## src/level_switch_pkg.sv

```systemverilog
// Shared constants and types of the level switch setup controller
package level_switch_pkg;
  // Clock and time base
  localparam int CLK_NS = 5;
  localparam int TICK_NS = 10_000_000;
  localparam int TICK_CYC = TICK_NS / CLK_NS;
  localparam int TW = 9;
  // Durations in milliseconds, as intended
  localparam int DEB_MS = 50;
  localparam int BRIEF_MS = 250;
  localparam int QUICK_MS = 100;
  localparam int PAUSE_MS = 2000;
  localparam int PWR_ON_MS = 1000;
  localparam int PWR_OFF_MS = 2000;
  localparam int HOLD_MS = 2000;
  localparam int RELEASE_MS = 3000;
  localparam int SLOW_MS = 500;
  localparam int FAST_MS = 100;
  // Same durations in ticks; dividing by the tick length in ms keeps every term inside 32-bit int range
  localparam int TICK_MS = TICK_NS / 1_000_000;
  localparam logic [TW-1:0] DEB_TK = TW'(DEB_MS / TICK_MS);
  localparam logic [TW-1:0] BRIEF_TK = TW'(BRIEF_MS / TICK_MS);
  localparam logic [TW-1:0] QUICK_TK = TW'(QUICK_MS / TICK_MS);
  localparam logic [TW-1:0] PAUSE_TK = TW'(PAUSE_MS / TICK_MS);
  localparam logic [TW-1:0] PWR_ON_TK = TW'(PWR_ON_MS / TICK_MS);
  localparam logic [TW-1:0] PWR_OFF_TK = TW'(PWR_OFF_MS / TICK_MS);
  localparam logic [TW-1:0] HOLD_TK = TW'(HOLD_MS / TICK_MS);
  localparam logic [TW-1:0] RELEASE_TK = TW'(RELEASE_MS / TICK_MS);
  localparam logic [TW-1:0] SLOW_TK = TW'(SLOW_MS / TICK_MS);
  localparam logic [TW-1:0] FAST_TK = TW'(FAST_MS / TICK_MS);
  // Settings defaults and hysteresis bands in level units
  localparam logic [1:0] HYST_DEF = 2'h2;
  localparam logic LED_DEF = 1'b0;
  localparam logic [7:0] THR_DEF = 8'h80;
  localparam logic [7:0] BAND_L1 = 8'h02;
  localparam logic [7:0] BAND_L2 = 8'h04;
  localparam logic [7:0] BAND_L3 = 8'h06;
  localparam logic [1:0] CONFIRM_N = 2'h3;
  // Retained settings: threshold, hysteresis level 1..3, LED option (0 = output, 1 = wetness)
  typedef struct packed {
    logic [7:0] thr;
    logic [1:0] hyst;
    logic ledMode;
  } settings_t;
  typedef enum logic [2:0] {BOOT, PWRCHK, RUN, MENU, INTRO, WAITTAP, SUB, CONFIRM} state_t;
endpackage

```

## src/level_switch_setup_menu.sv

```systemverilog
// Setup menu, test function and LED indication of a vibrating-fork level switch
// Contract
// Switchpoint option entry: one brief LED blank, then LED lit two seconds.
// In switchpoint calibration, a brief activation captures present fork level as threshold.
// Successful capture is confirmed by three quick LED flashes.
// Successful capture restores hysteresis and LED option to defaults.
// After capture the device returns to the calibration main menu.
// Hysteresis entry: two blanks, two seconds lit; brief activation enters submenu.
// Hysteresis submenu cycles levels 1..3, n brief flashes then two seconds off.
// Hysteresis level two is the default.
// Activation after a level's flash group selects it, confirms, returns to menu.
// LED option entry: three blanks, two seconds lit; absent on two-wire variant.
// LED submenu cycles option one (output) and two (wetness), flashes then pause.
// Selecting an LED option gives three quick flashes then returns to menu.
// Calibration mode is left only by removing supply; no menu exit.
// Magnet held two seconds in operation forces output off and blinks LED.
// Three seconds after magnet removal the output returns to its prior state.
// Overload cuts off the load and shows fast LED blinking.
// Wiring input selects closed (active uncovered) or open (active covered) function.
// Main menu cycles options, n brief flashes then two seconds off.
// Magnet at power-up: LED on at one second, off at two; release enters menu.
// In operation LED flashes once per second when output off, steady when on.
// Activation after an option's flash group enters that option.
// Magnet input is debounced; brief activation is a stable press under two seconds.
// Threshold, hysteresis and LED option are retained in nonvolatile storage.
// All flash, pause and hold durations derive from one timer on the system clock.
`timescale 1ns/10ps
module level_switch_setup_menu
  import level_switch_pkg::*;
#(
  parameter int TickCycles = level_switch_pkg::TICK_CYC
) (
  input wire logic clk, // System clock, 200 MHz
  input wire logic rstn, // Power-on reset, active low
  input wire logic magnetIn, // Magnet sensor, high while magnet present
  input wire logic [7:0] forkLevel, // Fork immersion measure, higher is more covered
  input wire logic overloadIn, // Thermal or current overload, high while tripped
  input wire logic closedSel, // Wiring selection, high for normally-closed function
  input wire logic ledOptEn, // High where the LED option exists in the menu
  input wire level_switch_pkg::settings_t nvIn, // Settings read from nonvolatile storage
  output logic ledOut, // Status LED, high lit
  output logic switchOut, // Switching output, high active
  output logic loadCut, // Load cut off by protection
  output logic calMode, // Calibration mode active
  output logic nvStore, // One-cycle pulse: write setOut to nonvolatile storage
  output level_switch_pkg::settings_t setOut // Settings in use
);
  import level_switch_pkg::*;

  if (TickCycles < 2) begin : g_chk
    $error("TickCycles must be at least 2");
  end

  localparam int CW = $clog2(TickCycles);

  logic [CW-1:0] preCnt_r;
  logic tick_r;
  logic magDeb_r;
  logic [TW-1:0] debCnt_r;
  logic [TW-1:0] holdCnt_r;
  logic tap_r;
  logic testOn_r;
  logic [TW-1:0] relCnt_r;
  logic [TW-1:0] slowCnt_r;
  logic [TW-1:0] fastCnt_r;
  logic slowPh_r;
  logic fastPh_r;
  logic wet_r;
  state_t st_r;
  logic [1:0] opt_r;
  logic [1:0] sub_r;
  logic [2:0] slot_r;
  logic [TW-1:0] tcnt_r;
  logic [TW-1:0] pwrCnt_r;
  settings_t set_r;
  logic nvStore_r;
  logic ledOut_r;
  logic switchOut_r;
  logic loadCut_r;
  logic calMode_r;

  logic [1:0] grpN;
  logic [2:0] grpSlots;
  logic [TW-1:0] slotLen;
  logic slotEnd;
  logic lastSlot;
  logic inPause;
  logic flashOn;
  logic [1:0] optMax;
  logic [1:0] subMax;
  logic outAct;
  logic [7:0] band;
  logic [7:0] relThr;

  // Time base: one tick every TickCycles clocks
  always_ff @(posedge clk or negedge rstn) begin
    if (!rstn) begin
      preCnt_r <= '0;
      tick_r <= 1'b0;
    end else begin
      tick_r <= (preCnt_r == CW'(TickCycles - 1));
      preCnt_r <= (preCnt_r == CW'(TickCycles - 1)) ? '0 : preCnt_r + 1'b1;
    end
  end

  // Magnet debounce, hold length and brief-activation pulse on release
  always_ff @(posedge clk or negedge rstn) begin
    if (!rstn) begin
      magDeb_r <= 1'b0;
      debCnt_r <= '0;
      holdCnt_r <= '0;
      tap_r <= 1'b0;
    end else begin
      tap_r <= 1'b0;
      if (magnetIn == magDeb_r) begin
        debCnt_r <= '0;
      end else if (tick_r) begin
        if (debCnt_r >= DEB_TK - 1'b1) begin
          magDeb_r <= magnetIn;
          debCnt_r <= '0;
          tap_r <= magDeb_r && (holdCnt_r < HOLD_TK);
        end else begin
          debCnt_r <= debCnt_r + 1'b1;
        end
      end
      if (!magDeb_r) begin
        holdCnt_r <= '0;
      end else if (tick_r && holdCnt_r < HOLD_TK) begin
        holdCnt_r <= holdCnt_r + 1'b1;
      end
    end
  end

  // Output test: long hold forces output off, release delay restores it
  always_ff @(posedge clk or negedge rstn) begin
    if (!rstn) begin
      testOn_r <= 1'b0;
      relCnt_r <= '0;
    end else if (st_r != RUN) begin
      testOn_r <= 1'b0;
      relCnt_r <= '0;
    end else if (magDeb_r) begin
      relCnt_r <= '0;
      if (holdCnt_r >= HOLD_TK) begin
        testOn_r <= 1'b1;
      end
    end else if (testOn_r && tick_r) begin
      if (relCnt_r >= RELEASE_TK - 1'b1) begin
        testOn_r <= 1'b0;
        relCnt_r <= '0;
      end else begin
        relCnt_r <= relCnt_r + 1'b1;
      end
    end
  end

  // Slow and fast blink phases
  always_ff @(posedge clk or negedge rstn) begin
    if (!rstn) begin
      slowCnt_r <= '0;
      fastCnt_r <= '0;
      slowPh_r <= 1'b0;
      fastPh_r <= 1'b0;
    end else if (tick_r) begin
      slowCnt_r <= (slowCnt_r >= SLOW_TK - 1'b1) ? '0 : slowCnt_r + 1'b1;
      fastCnt_r <= (fastCnt_r >= FAST_TK - 1'b1) ? '0 : fastCnt_r + 1'b1;
      if (slowCnt_r >= SLOW_TK - 1'b1) begin
        slowPh_r <= ~slowPh_r;
      end
      if (fastCnt_r >= FAST_TK - 1'b1) begin
        fastPh_r <= ~fastPh_r;
      end
    end
  end

  // Wetness from threshold with selected hysteresis band
  always_comb begin
    unique case (set_r.hyst)
      2'h1: band = BAND_L1;
      2'h3: band = BAND_L3;
      default: band = BAND_L2;
    endcase
    relThr = (set_r.thr > band) ? set_r.thr - band : 8'h00;
  end

  always_ff @(posedge clk or negedge rstn) begin
    if (!rstn) begin
      wet_r <= 1'b0;
    end else if (forkLevel >= set_r.thr) begin
      wet_r <= 1'b1;
    end else if (forkLevel < relThr) begin
      wet_r <= 1'b0;
    end
  end

  // Flash group sequencer: 2n brief slots alternating on/off, then a pause slot (quick slots and no pause slot in CONFIRM)
  always_comb begin
    unique case (st_r)
      MENU, INTRO: grpN = opt_r;
      SUB: grpN = sub_r;
      default: grpN = CONFIRM_N;
    endcase
    grpSlots = {grpN, 1'b0};
    inPause = (slot_r == grpSlots);
    slotLen = (st_r == CONFIRM) ? QUICK_TK : (inPause ? PAUSE_TK : BRIEF_TK);
    slotEnd = tick_r && (tcnt_r >= slotLen - 1'b1);
    lastSlot = (st_r == CONFIRM) ? (slot_r == grpSlots - 3'h1) : inPause;
    flashOn = (slot_r < grpSlots) && !slot_r[0];
    optMax = ledOptEn ? 2'h3 : 2'h2;
    subMax = (opt_r == 2'h2) ? 2'h3 : 2'h2;
    outAct = closedSel ? !wet_r : wet_r;
  end

  // Menu state machine; calibration only ends with a reset
  always_ff @(posedge clk or negedge rstn) begin
    if (!rstn) begin
      st_r <= BOOT;
      opt_r <= 2'h1;
      sub_r <= 2'h1;
      slot_r <= '0;
      tcnt_r <= '0;
      pwrCnt_r <= '0;
      set_r <= '{thr: THR_DEF, hyst: HYST_DEF, ledMode: LED_DEF};
      nvStore_r <= 1'b0;
    end else begin
      nvStore_r <= 1'b0;
      if (slotEnd) begin
        tcnt_r <= '0;
        slot_r <= lastSlot ? 3'h0 : slot_r + 3'h1;
      end else if (tick_r) begin
        tcnt_r <= tcnt_r + 1'b1;
      end
      unique case (st_r)
        BOOT: begin
          set_r <= nvIn;
          st_r <= magnetIn ? PWRCHK : RUN;
        end
        PWRCHK: begin
          if (tick_r && pwrCnt_r < PWR_OFF_TK) begin
            pwrCnt_r <= pwrCnt_r + 1'b1;
          end
          // Raw level too: the debounced level is still low for the first ticks after power-up
          if (!magnetIn && !magDeb_r) begin
            st_r <= (pwrCnt_r >= PWR_OFF_TK) ? MENU : RUN;
            slot_r <= '0;
            tcnt_r <= '0;
          end
        end
        RUN: st_r <= RUN;
        MENU: begin
          if (tap_r && inPause) begin
            st_r <= INTRO;
            slot_r <= '0;
            tcnt_r <= '0;
          end else if (slotEnd && lastSlot) begin
            opt_r <= (opt_r >= optMax) ? 2'h1 : opt_r + 2'h1;
          end
        end
        INTRO: begin
          if (slotEnd && lastSlot) begin
            st_r <= WAITTAP;
          end
        end
        WAITTAP: begin
          if (tap_r) begin
            slot_r <= '0;
            tcnt_r <= '0;
            if (opt_r == 2'h1) begin
              set_r <= '{thr: forkLevel, hyst: HYST_DEF, ledMode: LED_DEF};
              nvStore_r <= 1'b1;
              st_r <= CONFIRM;
            end else begin
              sub_r <= 2'h1;
              st_r <= SUB;
            end
          end
        end
        SUB: begin
          if (tap_r && inPause) begin
            if (opt_r == 2'h2) begin
              set_r.hyst <= sub_r;
            end else begin
              set_r.ledMode <= (sub_r == 2'h2);
            end
            nvStore_r <= 1'b1;
            st_r <= CONFIRM;
            slot_r <= '0;
            tcnt_r <= '0;
          end else if (slotEnd && lastSlot) begin
            sub_r <= (sub_r >= subMax) ? 2'h1 : sub_r + 2'h1;
          end
        end
        CONFIRM: begin
          if (slotEnd && lastSlot) begin
            st_r <= MENU;
            opt_r <= 2'h1;
          end
        end
      endcase
    end
  end

  // LED, output and status registers
  always_ff @(posedge clk or negedge rstn) begin
    if (!rstn) begin
      ledOut_r <= 1'b0;
      switchOut_r <= 1'b0;
      loadCut_r <= 1'b0;
      calMode_r <= 1'b0;
    end else begin
      loadCut_r <= overloadIn;
      calMode_r <= (st_r != RUN) && (st_r != BOOT) && (st_r != PWRCHK);
      switchOut_r <= (st_r == RUN) && outAct && !testOn_r && !overloadIn;
      unique case (st_r)
        PWRCHK: ledOut_r <= (pwrCnt_r >= PWR_ON_TK) && (pwrCnt_r < PWR_OFF_TK);
        MENU, SUB, CONFIRM: ledOut_r <= flashOn;
        INTRO: ledOut_r <= !flashOn;
        RUN: begin
          if (overloadIn || testOn_r) begin
            ledOut_r <= fastPh_r;
          end else begin
            ledOut_r <= (set_r.ledMode ? wet_r : outAct) || slowPh_r;
          end
        end
        default: ledOut_r <= 1'b0;
      endcase
    end
  end

  assign ledOut = ledOut_r;
  assign switchOut = switchOut_r;
  assign loadCut = loadCut_r;
  assign calMode = calMode_r;
  assign nvStore = nvStore_r;
  assign setOut = set_r;
endmodule

```

## config.mk

```make
export PLATFORM = sky130hd
export DESIGN_NAME = level_switch_setup_menu
export DESIGN_NICKNAME = d
export VERILOG_FILES = /design/src/level_switch_pkg.sv /design/src/level_switch_setup_menu.sv
export SDC_FILE = /design/constraint.sdc
export NUM_CORES = 1
export LEC_CHECK = 0
export BUFFER_PORTS_ARGS = -buffer_cell sky130_fd_sc_hd__clkbuf_2
export CAP_MARGIN = 15
export CELL_PAD_IN_SITES_DETAIL_PLACEMENT = 1
export CELL_PAD_IN_SITES_GLOBAL_PLACEMENT = 2
export CORE_MARGIN = 2
export CORE_UTILIZATION = 25
export CTS_CLUSTER_SIZE = 28
export DETAILED_ROUTE_END_ITERATION = 6
export PLACE_DENSITY = 0.59
export SETUP_SLACK_MARGIN = 0.2
export SLEW_MARGIN = 20
export SYNTH_ARGS = -nofsm -noshare
export SYNTH_HDL_FRONTEND = slang
export SYNTH_SLANG_ARGS = --single-unit
```

## constraint.sdc

```tcl
create_clock -name clk -period 3.75 [get_ports clk]
set_input_delay 0.375 -clock clk [delete_from_list [all_inputs] [get_ports clk]]
set_output_delay 0.375 -clock clk [all_outputs]
set_load 0.1 [all_outputs]
```

# After elaboration in Yosys (flattened, before gate mapping)
# Index checks and enable logic that the tools add are counted.
[op_classes]
n_addsub = 14
magnitude_cmp = 16
eq_ne = 34
n_mux = 78
n_bitwise = 3
reduce_logical = 48
[op_table]
columns = ["cell", "count"]
rows = [
  ["two-way mux 9 bit", 16],
  ["adder 9 x 1 -> 9 bit (second input constant)", 7],
  ["two-way mux 3 bit", 12],
  ["one-hot mux 9 bit (3 select lines)", 1],
  ["inequality test 2 bit (second input constant)", 13],
  ["two-way mux 8 bit", 3],
  ["one-hot mux 3 bit (8 select lines)", 1],
  ["two-way mux 1 bit", 22],
  ["two-way mux 11 bit", 2],
  ["two-way mux 2 bit", 11],
  ["adder 21 x 1 -> 21 bit (second input constant)", 1],
  ["== test 21 bit (second input constant)", 1],
  ["two-way mux 21 bit", 1],
  ["greater-or-equal comparator 9 x 8 -> 1 bit (second input constant)", 2],
  ["less-than comparator 9 x 8 -> 1 bit (second input constant)", 2],
  ["one-hot mux 3 bit (3 select lines)", 2],
  ["one-hot mux 8 bit (2 select lines)", 1],
  ["logical AND 1 bit", 15],
  ["AND reduction 5 bit", 3],
  ["== test 3 bit (second input constant)", 4],
  ["one-hot mux 2 bit (2 select lines)", 3],
  ["nonzero test 3 bit", 4],
  ["nonzero test 2 bit", 5],
  ["greater-or-equal comparator 9 x 3 -> 1 bit (second input constant)", 1],
  ["37 further kinds", 60],
]
[word_totals]
register_bits = 117
inputBits = 25

# Depth between registers and ports, before layout
# Gate-level depths: netlist of run 1.
[depth]
word_depth = 13
mapped_depth = 18

# Worst setup path after synthesis of run 1
# Ideal clock, no wire load.
[synth_timing]
path_type = "reg-to-reg"
from = "reg set_r, in the netlist setOut[1]"
to = "reg wet_r"
setup_ps = 129
arrival_ps = 3402
setup_slack_ps = 219
stages_incl_launch_ff = 15
path_buffers = 1
cell_sequence = "dfrtp_1 > nand2b_1 > inv_1 > ha_1 > nor2b_1 > o22a_1 > or3b_1 > buf_2 > nand2_1 > ha_1 > a21o_1 > a21o_1 > a21oi_1 > nor2b_1 > a2111o_1"
[synth_between]
elab_chain_len = 6
elab_cells_between_ends = 8
cone_classes = "add/sub: 1; order compare: 2; eq/ne: 2; mux: 2; reduce/logical: 1"
[synth_rtl]
columns = ["item", "line_no", "rtl"]
rows = [
  ["start: declaration", "level_switch_setup_menu.sv:75", "settings_t set_r;"],
  ["start signal: assignment", "level_switch_setup_menu.sv:223", "set_r <= '{thr: THR_DEF, hyst: HYST_DEF, ledMode: LED_DEF};"],
  ["start signal: assignment", "level_switch_setup_menu.sv:235", "set_r <= nvIn;"],
  ["start signal: assignment", "level_switch_setup_menu.sv:269", "set_r <= '{thr: forkLevel, hyst: HYST_DEF, ledMode: LED_DEF};"],
  ["== test 2 bit or == test 2 x 1 -> 1 bit (tied branches)", "level_switch_setup_menu.sv:178", "unique case (set_r.hyst)"],
  ["one-hot mux 3 bit (2 select lines) *", "level_switch_setup_menu.sv:178", ""],
  ["subtractor 8 bit or > comparator 8 bit (tied branches)", "level_switch_setup_menu.sv:183", "relThr = (set_r.thr > band) ? set_r.thr - band : 8'h00;"],
  ["two-way mux 8 bit *", "level_switch_setup_menu.sv:183", ""],
  ["less-than comparator 8 bit *", "level_switch_setup_menu.sv:191", "end else if (forkLevel < relThr) begin"],
  ["nonzero test 2 bit (no line) *", "-", ""],
  ["end signal: assignment", "level_switch_setup_menu.sv:188", "wet_r <= 1'b0;"],
  ["end signal: assignment", "level_switch_setup_menu.sv:190", "wet_r <= 1'b1;"],
  ["end signal: assignment", "level_switch_setup_menu.sv:192", "wet_r <= 1'b0;"],
  ["end: declaration", "level_switch_setup_menu.sv:68", "logic wet_r;"],
]
# Every way passes the cells marked *; elsewhere a longest branch is shown, timed or not.
# A chain may end at the register's enable or synchronous reset.

# Final worst setup path of run 1
[layout_timing]
from = "reg st_r[2]"
to = "reg slot_r[1]"
[layout_between]
elab_chain_len = 12
elab_cells_between_ends = 25
cone_classes = "add/sub: 2; order compare: 1; eq/ne: 8; mux: 10; reduce/logical: 4"
[layout_rtl]
columns = ["item", "line_no", "rtl"]
rows = [
  ["start: declaration", "level_switch_setup_menu.sv:69", "state_t st_r;"],
  ["start signal: assignment", "level_switch_setup_menu.sv:236", "st_r <= magnetIn ? PWRCHK : RUN;"],
  ["start signal: assignment", "level_switch_setup_menu.sv:244", "st_r <= (pwrCnt_r >= PWR_OFF_TK) ? MENU : RUN;"],
  ["== test 3 bit or == test 3 x 2 -> 1 bit (tied branches)", "level_switch_setup_menu.sv:198, level_switch_setup_menu.sv:233", ""],
  ["OR reduction 2 bit", "level_switch_setup_menu.sv:198", "unique case (st_r)"],
  ["one-hot mux 2 bit (2 select lines)", "level_switch_setup_menu.sv:198", ""],
  ["== test 3 bit", "level_switch_setup_menu.sv:204", "inPause = (slot_r == grpSlots);"],
  ["two-way mux 8 bit (2 in a row)", "level_switch_setup_menu.sv:205", "slotLen = (st_r == CONFIRM) ? QUICK_TK : (inPause ? PAUSE_TK : BRIEF_TK);"],
  ["subtractor 8 x 1 -> 9 bit", "level_switch_setup_menu.sv:206", "slotEnd = tick_r && (tcnt_r >= slotLen - 1'b1);"],
  ["greater-or-equal comparator 9 bit", "level_switch_setup_menu.sv:206", ""],
  ["logical AND 1 bit", "level_switch_setup_menu.sv:206", ""],
  ["two-way mux 3 bit", "level_switch_setup_menu.sv:227", "if (slotEnd) begin"],
  ["two-way mux 3 bit, on equally long branches", "-", ""],
  ["one-hot mux 3 bit (3 select lines) *", "level_switch_setup_menu.sv:233", "unique case (st_r)"],
  ["end signal: assignment", "level_switch_setup_menu.sv:229", "slot_r <= lastSlot ? 3'h0 : slot_r + 3'h1;"],
  ["end: declaration", "level_switch_setup_menu.sv:72", "logic [2:0] slot_r;"],
]
# Marks and branches as above.

==> results.txt, run 1 <==
GR Overflow Total - 0
max_cap viols - 0
minimum clock period - 3250 ps
DP Cell Count - 1055
CP Capture Type - register
register area share after synthesis - 0.446
worst r2r src - st_r[2]
met1 usage - 0.164
overall routing resource usage - 0.125
R2R cell count - 14
critical path's most frequent cell - ha_1
failing checks - hold timing
CP max-delay cell - dfrtp_2
RSZ-0062 raised after global routing - no
status - complete, but fails checks
VDD IR max - 0.000207 V
asr flop ratio synth - 1.00
LEAKAGE - 3.69 nW
measured slew at the worst slew-check pin - 829 ps
clock slew seen by the registers of the worst setup and hold paths - 60 ps
commonest non-fill, non-tap cells in the layout - dfrtp_1 (111), nor2_1 (64), nand2_1 (62)
PD cells - 409 nW/um2
DR iter-0 viols - 279
crit path kind - register to register
Post-synth EDFFs - 0
required time worst endpoint - 4080 ps
Layout Nets - 813
via count - 5177
CP Depth - 14
met2 Usage GRT - 0.209
largest net degree at the start of global routing - 77
dpl hpwl - 12.2 mm
Initial Utilization - 0.253
Top FF cell, synth - dfrtp_1
startpoint types - register
area leader, netlist - dfrtp_1
f_max - 0.308 GHz
layout cells sized above 1 - 0.145
Tcrit/Tclk final - 0.866
worst path buffer plus inverter count - 1
synthesized cell area - 6580 um2
CTS Sinks - 117
antenna violations before repair - 0
H-Tree Depth - 4
drc violations - 0
gr busiest metal - met2
first-pass GRT wire length - 28.4 mm
Synth cell types - 70
arrival time worst endpoint - 3580 ps
Cell Chain, Critical Path - nand2b_1 -> o22ai_1 -> nand2_1 -> o21ai_0 -> ha_1 -> and3b_1 -> and2_1 -> inv_1 -> ha_1 -> nand4b_1 -> o31a_1 -> o21a_1 -> or3b_1 -> a21oi_1
yosys warns - 0
Hold WS - -0.893 ps
IO buf count - 40
P&R area growth vs syn - 20.1%
Syn Inst Count - 689
final hold vios - 2
# setup viols final - 0
Crit Reg-Reg Endpoint - slot_r[1]
total CTS buffers - 17
met3 Track Usage GR - 0.0307
commonest non-fill, non-tap cell in the layout - dfrtp_1
min-delay worst type - input pin to asynchronous set/reset pin
via count of the first global-routing pass - 5562
TritonCTS clock tree - built
CP peak stage delay - 450 ps
core area - 26000 um2
Final Skew - 9.07 ps
Die Y - 166 um
Routed WL - 16.7 mm
die span in x - 166 um
Rows - 59
Synth Net Count - 762
GP Congestion - 0.761
Skew-Pair Late Insertion Delay - 410 ps
clock root buffer - clkbuf_16
synth top area cells - dfrtp_1 (43%), ha_1 (8.9%), nor2_1 (3.6%), nand2_1 (3.5%), xnor2_1 (3.2%)
Max-slew headroom - 0.447
setup TNS - 0 ps
Post-DRT Antenna Nets - 0
flops & latches, synth - 117
Slew Viols, Final - 0
DR WL/cell - 15.3 um
final cell count without fillers - 1088
clk buf depth - 2
critical path's top delay family - simple AND/OR/NAND/NOR gates
Vias/cell - 4.76
die area - 27600 um2
Top-Level Pins - 41
share of the synthesized area in the top cell type - 0.430
# hold bufs at CTS - 0
R2R Setup Slk - 500 ps
crit path max fanout - 10
Avg Inst Size Synth - 9.55 um2
DR pass1 iterations - 4
Antenna Cells - 0
[state kept, by name, summed over array words and instances (netlist names), 2 cells and up]
| signal | count |
|---|---|
| pwrCnt_r | 9 |
| debCnt_r | 9 |
| slowCnt_r | 9 |
| relCnt_r | 9 |
| tcnt_r | 9 |
| preCnt_r | 21 |
| holdCnt_r | 9 |
| setOut | 11 |
| slot_r | 3 |
| st_r | 3 |
| fastCnt_r | 9 |
| opt_r | 2 |
| sub_r | 2 |
[kinds of logic after synthesis]
family	count (synthesis)	synth area share
mux	5	0.00817
buf+inv	57	0.0344
xor+xnor	47	0.0625
simple gates	282	0.227
fa+ha+maj	48	0.0924
compound gates	133	0.130
flops	117	0.446
[per-layer routing]
metal	up-vias	wire, um
li1	2533	-
met1	2594	8200
met2	38	7950
met3	12	365
met4	0	142
met5	-	0
[how the worst max path moves through the flow]
stage / start / to
after floorplan: setOut[1] / wet_r
after global placement: st_r[0] / sub_r[1]
after detailed placement: st_r[0] / sub_r[1]
after CTS: st_r[0] / sub_r[1]
after global routing: st_r[0] / st_r[0]
final: st_r[2] / slot_r[1]
[synth_stat cells, types with 9 or more instances]
library cell,count
dfrtp_1,113
nor2_1,64
nand2_1,62
ha_1,47
inv_1,35
nand3_1,24
xnor2_1,24
xor2_1,23
a21oi_1,21
nand2b_1,21
o21ai_0,21
o21ai_1,19
a31oi_1,17
nand4_1,17
and3_1,15
nor3_1,13
clkbuf_1,11
nor2b_1,11
a211oi_1,9
and2_1,9
o22ai_1,9
[repair_timing]
item                       in CTS  in global routing
resized for setup               0                  4
setup endpoints to repair       0                 17
buffers inserted                0                  1
[area by class of cell]
cell class | count | area (um2)
fillers | 3012 | 18100
repair buffers | 52 | 297
well taps | 335 | 419
inverters | 37 | 139
flip-flops and latches | 117 | 2940
multi-input cells | 515 | 3430
clock buffers | 20 | 467
clock inverters | 12 | 223
[report_power, final]
| group | switching (mW) | internal, mW |
|---|---|---|
| Sequential | 0.000229 | 1.26 |
| Combinational | 0.0503 | 0.0207 |
| Clock | 0.602 | 1.30 |
| Total | 0.652 | 2.58 |
[per-stage QoR]
| stage | hold slack [ps] | setup WS (ps) | area, um2 | power, mW | utilization |
|---|---|---|---|---|---|
| after floorplan | 79.4 | 219 | 6580 | 1.31 | - |
| after global placement | 401 | 476 | 7200 | 1.36 | 0.277 |
| after detailed placement | 406 | 319 | 7200 | 1.36 | 0.277 |
| after CTS | 118 | 280 | 7890 | 3.30 | 0.304 |
| after global routing | 47.5 | 239 | 7910 | 3.37 | 0.304 |
| final | -0.893 | 502 | 7910 | 3.24 | 0.304 |
Note: power is estimated with default switching activity, not from simulation.
==> run 2: changes to the inputs <==
CTS_BUF_LIST = sky130_fd_sc_hd__clkbuf_16   (was default)
HOLD_SLACK_MARGIN = 0.05   (was default)
==> results.txt, run 2 (synthesis results as in run 1) <==
status - finished, final reports clean
cell-internal power - 2.52 mW (-2.3%)
worst setup path end - slot_r[1]
via count of the first global-routing pass - 5560 (-0.036%)
clock root buffer - clkbuf_16
GR Overflow Total - 0 (unchanged)
Antenna Cells - 0 (unchanged)
LEAKAGE - 3.68 nW (-0.34%)
H-Tree Depth - 4 (unchanged)
measured slew at the worst slew-check pin - 834 ps (+4.43 ps)
Vias/cell - 4.75 (-0.19%)
via count - 5172 (-0.097%)
IO buf count - 40 (unchanged)
Sw Pwr - 649 uW (-0.45%)
DR iter-0 viols - 291 (+4.3%)
min-delay worst type - input pin to register
Largest Register - preCnt_r
P&R area growth vs syn - 19.8%
CP Capture Type - register
total CTS buffers - 17 (unchanged)
arrival time worst endpoint - 3570 ps (about the same)
Tcrit/Tclk final - 0.865 (-0.00130)
TritonCTS clock tree - built
max reg flops - 21 (unchanged)
Initial Utilization - 0.253 (unchanged)
switching share of total power - 0.205 (+0.00312)
first-pass GRT wire length - 28.4 mm (about the same)
PD cells - 402 nW/um2 (-1.7%)
Slew Viols, Final - 0 (unchanged)
Critical path origin - st_r[2]
clock share of power - 0.579 (-0.009)
core area - 26000 um2 (unchanged)
dpl hpwl - 12.2 mm (unchanged)
Flop pwr share - 0.398 (+0.007)
commonest non-fill, non-tap cells in the layout - dfrtp_1 (111), nor2_1 (64), nand2_1 (62)
die span in x - 166 um (unchanged)
overall routing resource usage - 0.125 (-0.000159)
GP Congestion - 0.761 (unchanged)
overall power - 3.17 mW (-2.0%)
commonest non-fill, non-tap cell in the layout - dfrtp_1
CP peak stage delay - 440 ps (about the same)
CP Depth - 14 (unchanged)
DR WL/cell - 15.3 um (-0.27%)
RSZ-0062 raised after global routing - no
die area - 27600 um2 (unchanged)
Crit Reg-Reg Endpoint - slot_r[1]
# setup viols final - 0 (unchanged)
R2R Setup Slk - 510 ps (about the same)
final cell count without fillers - 1089 (+0.092%)
final hold vios - 0 (-2)
Rows - 59 (unchanged)
layout cells sized above 1 - 0.141 (-0.00417)
Post-DRT Antenna Nets - 0 (unchanged)
Skew-Pair Late Insertion Delay - 410 ps (about the same)
Die Y - 166 um (unchanged)
startpoint types - register
Final Skew - 9.30 ps (+0.227 ps)
max_cap viols - 0 (unchanged)
critical path's most frequent cell - ha_1
worst r2r src - st_r[2]
crit path max fanout - 10 (unchanged)
DP Cell Count - 1055 (unchanged)
Max-slew headroom - 0.444 (-0.00295)
worst path buffer plus inverter count - 1 (unchanged)
Fillers - 3016 (+0.13%)
drc violations - 0 (unchanged)
Util after Layout - 0.304 (-0.000770)
logic gate share of total power - 0.023 (about the same)
DR pass1 iterations - 4 (unchanged)
Layout Nets - 814 (+0.12%)
largest net degree at the start of global routing - 77 (unchanged)
CP max-delay cell - dfrtp_2
VDD IR max - 0.000205 V (-0.91%)
Hold WS - 144 ps (+145 ps)
minimum clock period - 3240 ps (-4.86 ps)
hold depth - 1
setup TNS - 0 ps (unchanged)
required time worst endpoint - 4080 ps (about the same)
clk buf depth - 2 (unchanged)
Top-Level Pins - 41 (unchanged)
CTS Sinks - 117 (unchanged)
Routed WL - 16.6 mm (-0.18%)
crit path kind - register to register
critical path's top delay family - simple AND/OR/NAND/NOR gates
R2R cell count - 14 (unchanged)
Cell Chain, Critical Path - nand2b_1 -> o22ai_1 -> nand2_1 -> o21ai_0 -> ha_1 -> and3b_1 -> and2_1 -> inv_1 -> ha_1 -> nand4b_1 -> o31a_1 -> o21a_1 -> or3b_1 -> a21oi_1
antenna violations before repair - 0 (unchanged)
f_max - 0.308 GHz (+0.15%)
clock slew seen by the registers of the worst setup and hold paths - 60 ps (about the same)
==> run 2: cell count changes in the layout (fill, tap and decap cells not counted) <==
cell	delta
clkbuf_8	-3
clkinv_1	+3
dlygate4sd3_1	+1
==> run 2: final cells by class <==
class,count,area [um2],share of cell area
clock buffer,17,425,0.0539
sequential,117,2940,0.372
multi-input combinational,515,3430,0.435
inverter,37,139,0.0176
tap,335,419,0.0531
timing repair buffer,53,307,0.0389
clock inverter,15,234,0.0297
==> run 2: per-stage QoR <==
step | setup WS, ps | area, um2
floorplan | 219 | 6580
global placement | 476 | 7200
detailed placement | 319 | 7200
CTS | 280 | 7860
global route | 239 | 7890
finish | 507 | 7890
==> run 2: worst min path at each step <==
stage / from / endpoint / slack (ps)
after global placement: pwrCnt_r[8] / pwrCnt_r[8] / 400
after CTS: overloadIn / loadCut / 120
final: overloadIn / loadCut / 140
after floorplan: rstn / calMode / 80
after detailed placement: pwrCnt_r[8] / pwrCnt_r[8] / 410
after global routing: overloadIn / loadCut / 120
==> run 2: worst register-to-register path: stages, from the launching register on <==
cell and delay (ps):
dfrtp_2 440, nand2b_1 160, o22ai_1 90, nand2_1 70, o21ai_0 90, ha_1 320, and3b_1 180, and2_1 210
inv_1 110, ha_1 320, nand4b_1 90, o31a_1 340, o21a_1 200, or3b_1 390, a21oi_1 150
==> run 2: power by group through the flow <==
stage / Clock [mW] / Sequential [mW] / Combinational (mW)
6_report: 1.84 / 1.26 / 0.0720
5_1_grt: 1.96 / 1.26 / 0.0836
4_1_cts: 1.90 / 1.26 / 0.0755
3_5_place_dp: 0 / 1.29 / 0.0746
3_3_place_gp: 0 / 1.29 / 0.0733
2_1_floorplan: 0 / 1.29 / 0.0147
==> run 2: repair_timing <==
action	in CTS	in global routing
endpoints found under the hold margin	0	2
hold buffers	0	1
gates resized for setup	0	4
endpoints found under the setup margin	0	17
buffers inserted	0	1
==> run 2: routing by layer <==
metal  routed length, um  vias up  track usage
met4                 109        0       0.0322
met2                7920       36        0.208
met5                   0        -            0
met3                 285        7       0.0307
li1                    -     2537            -
met1                8320     2592        0.164
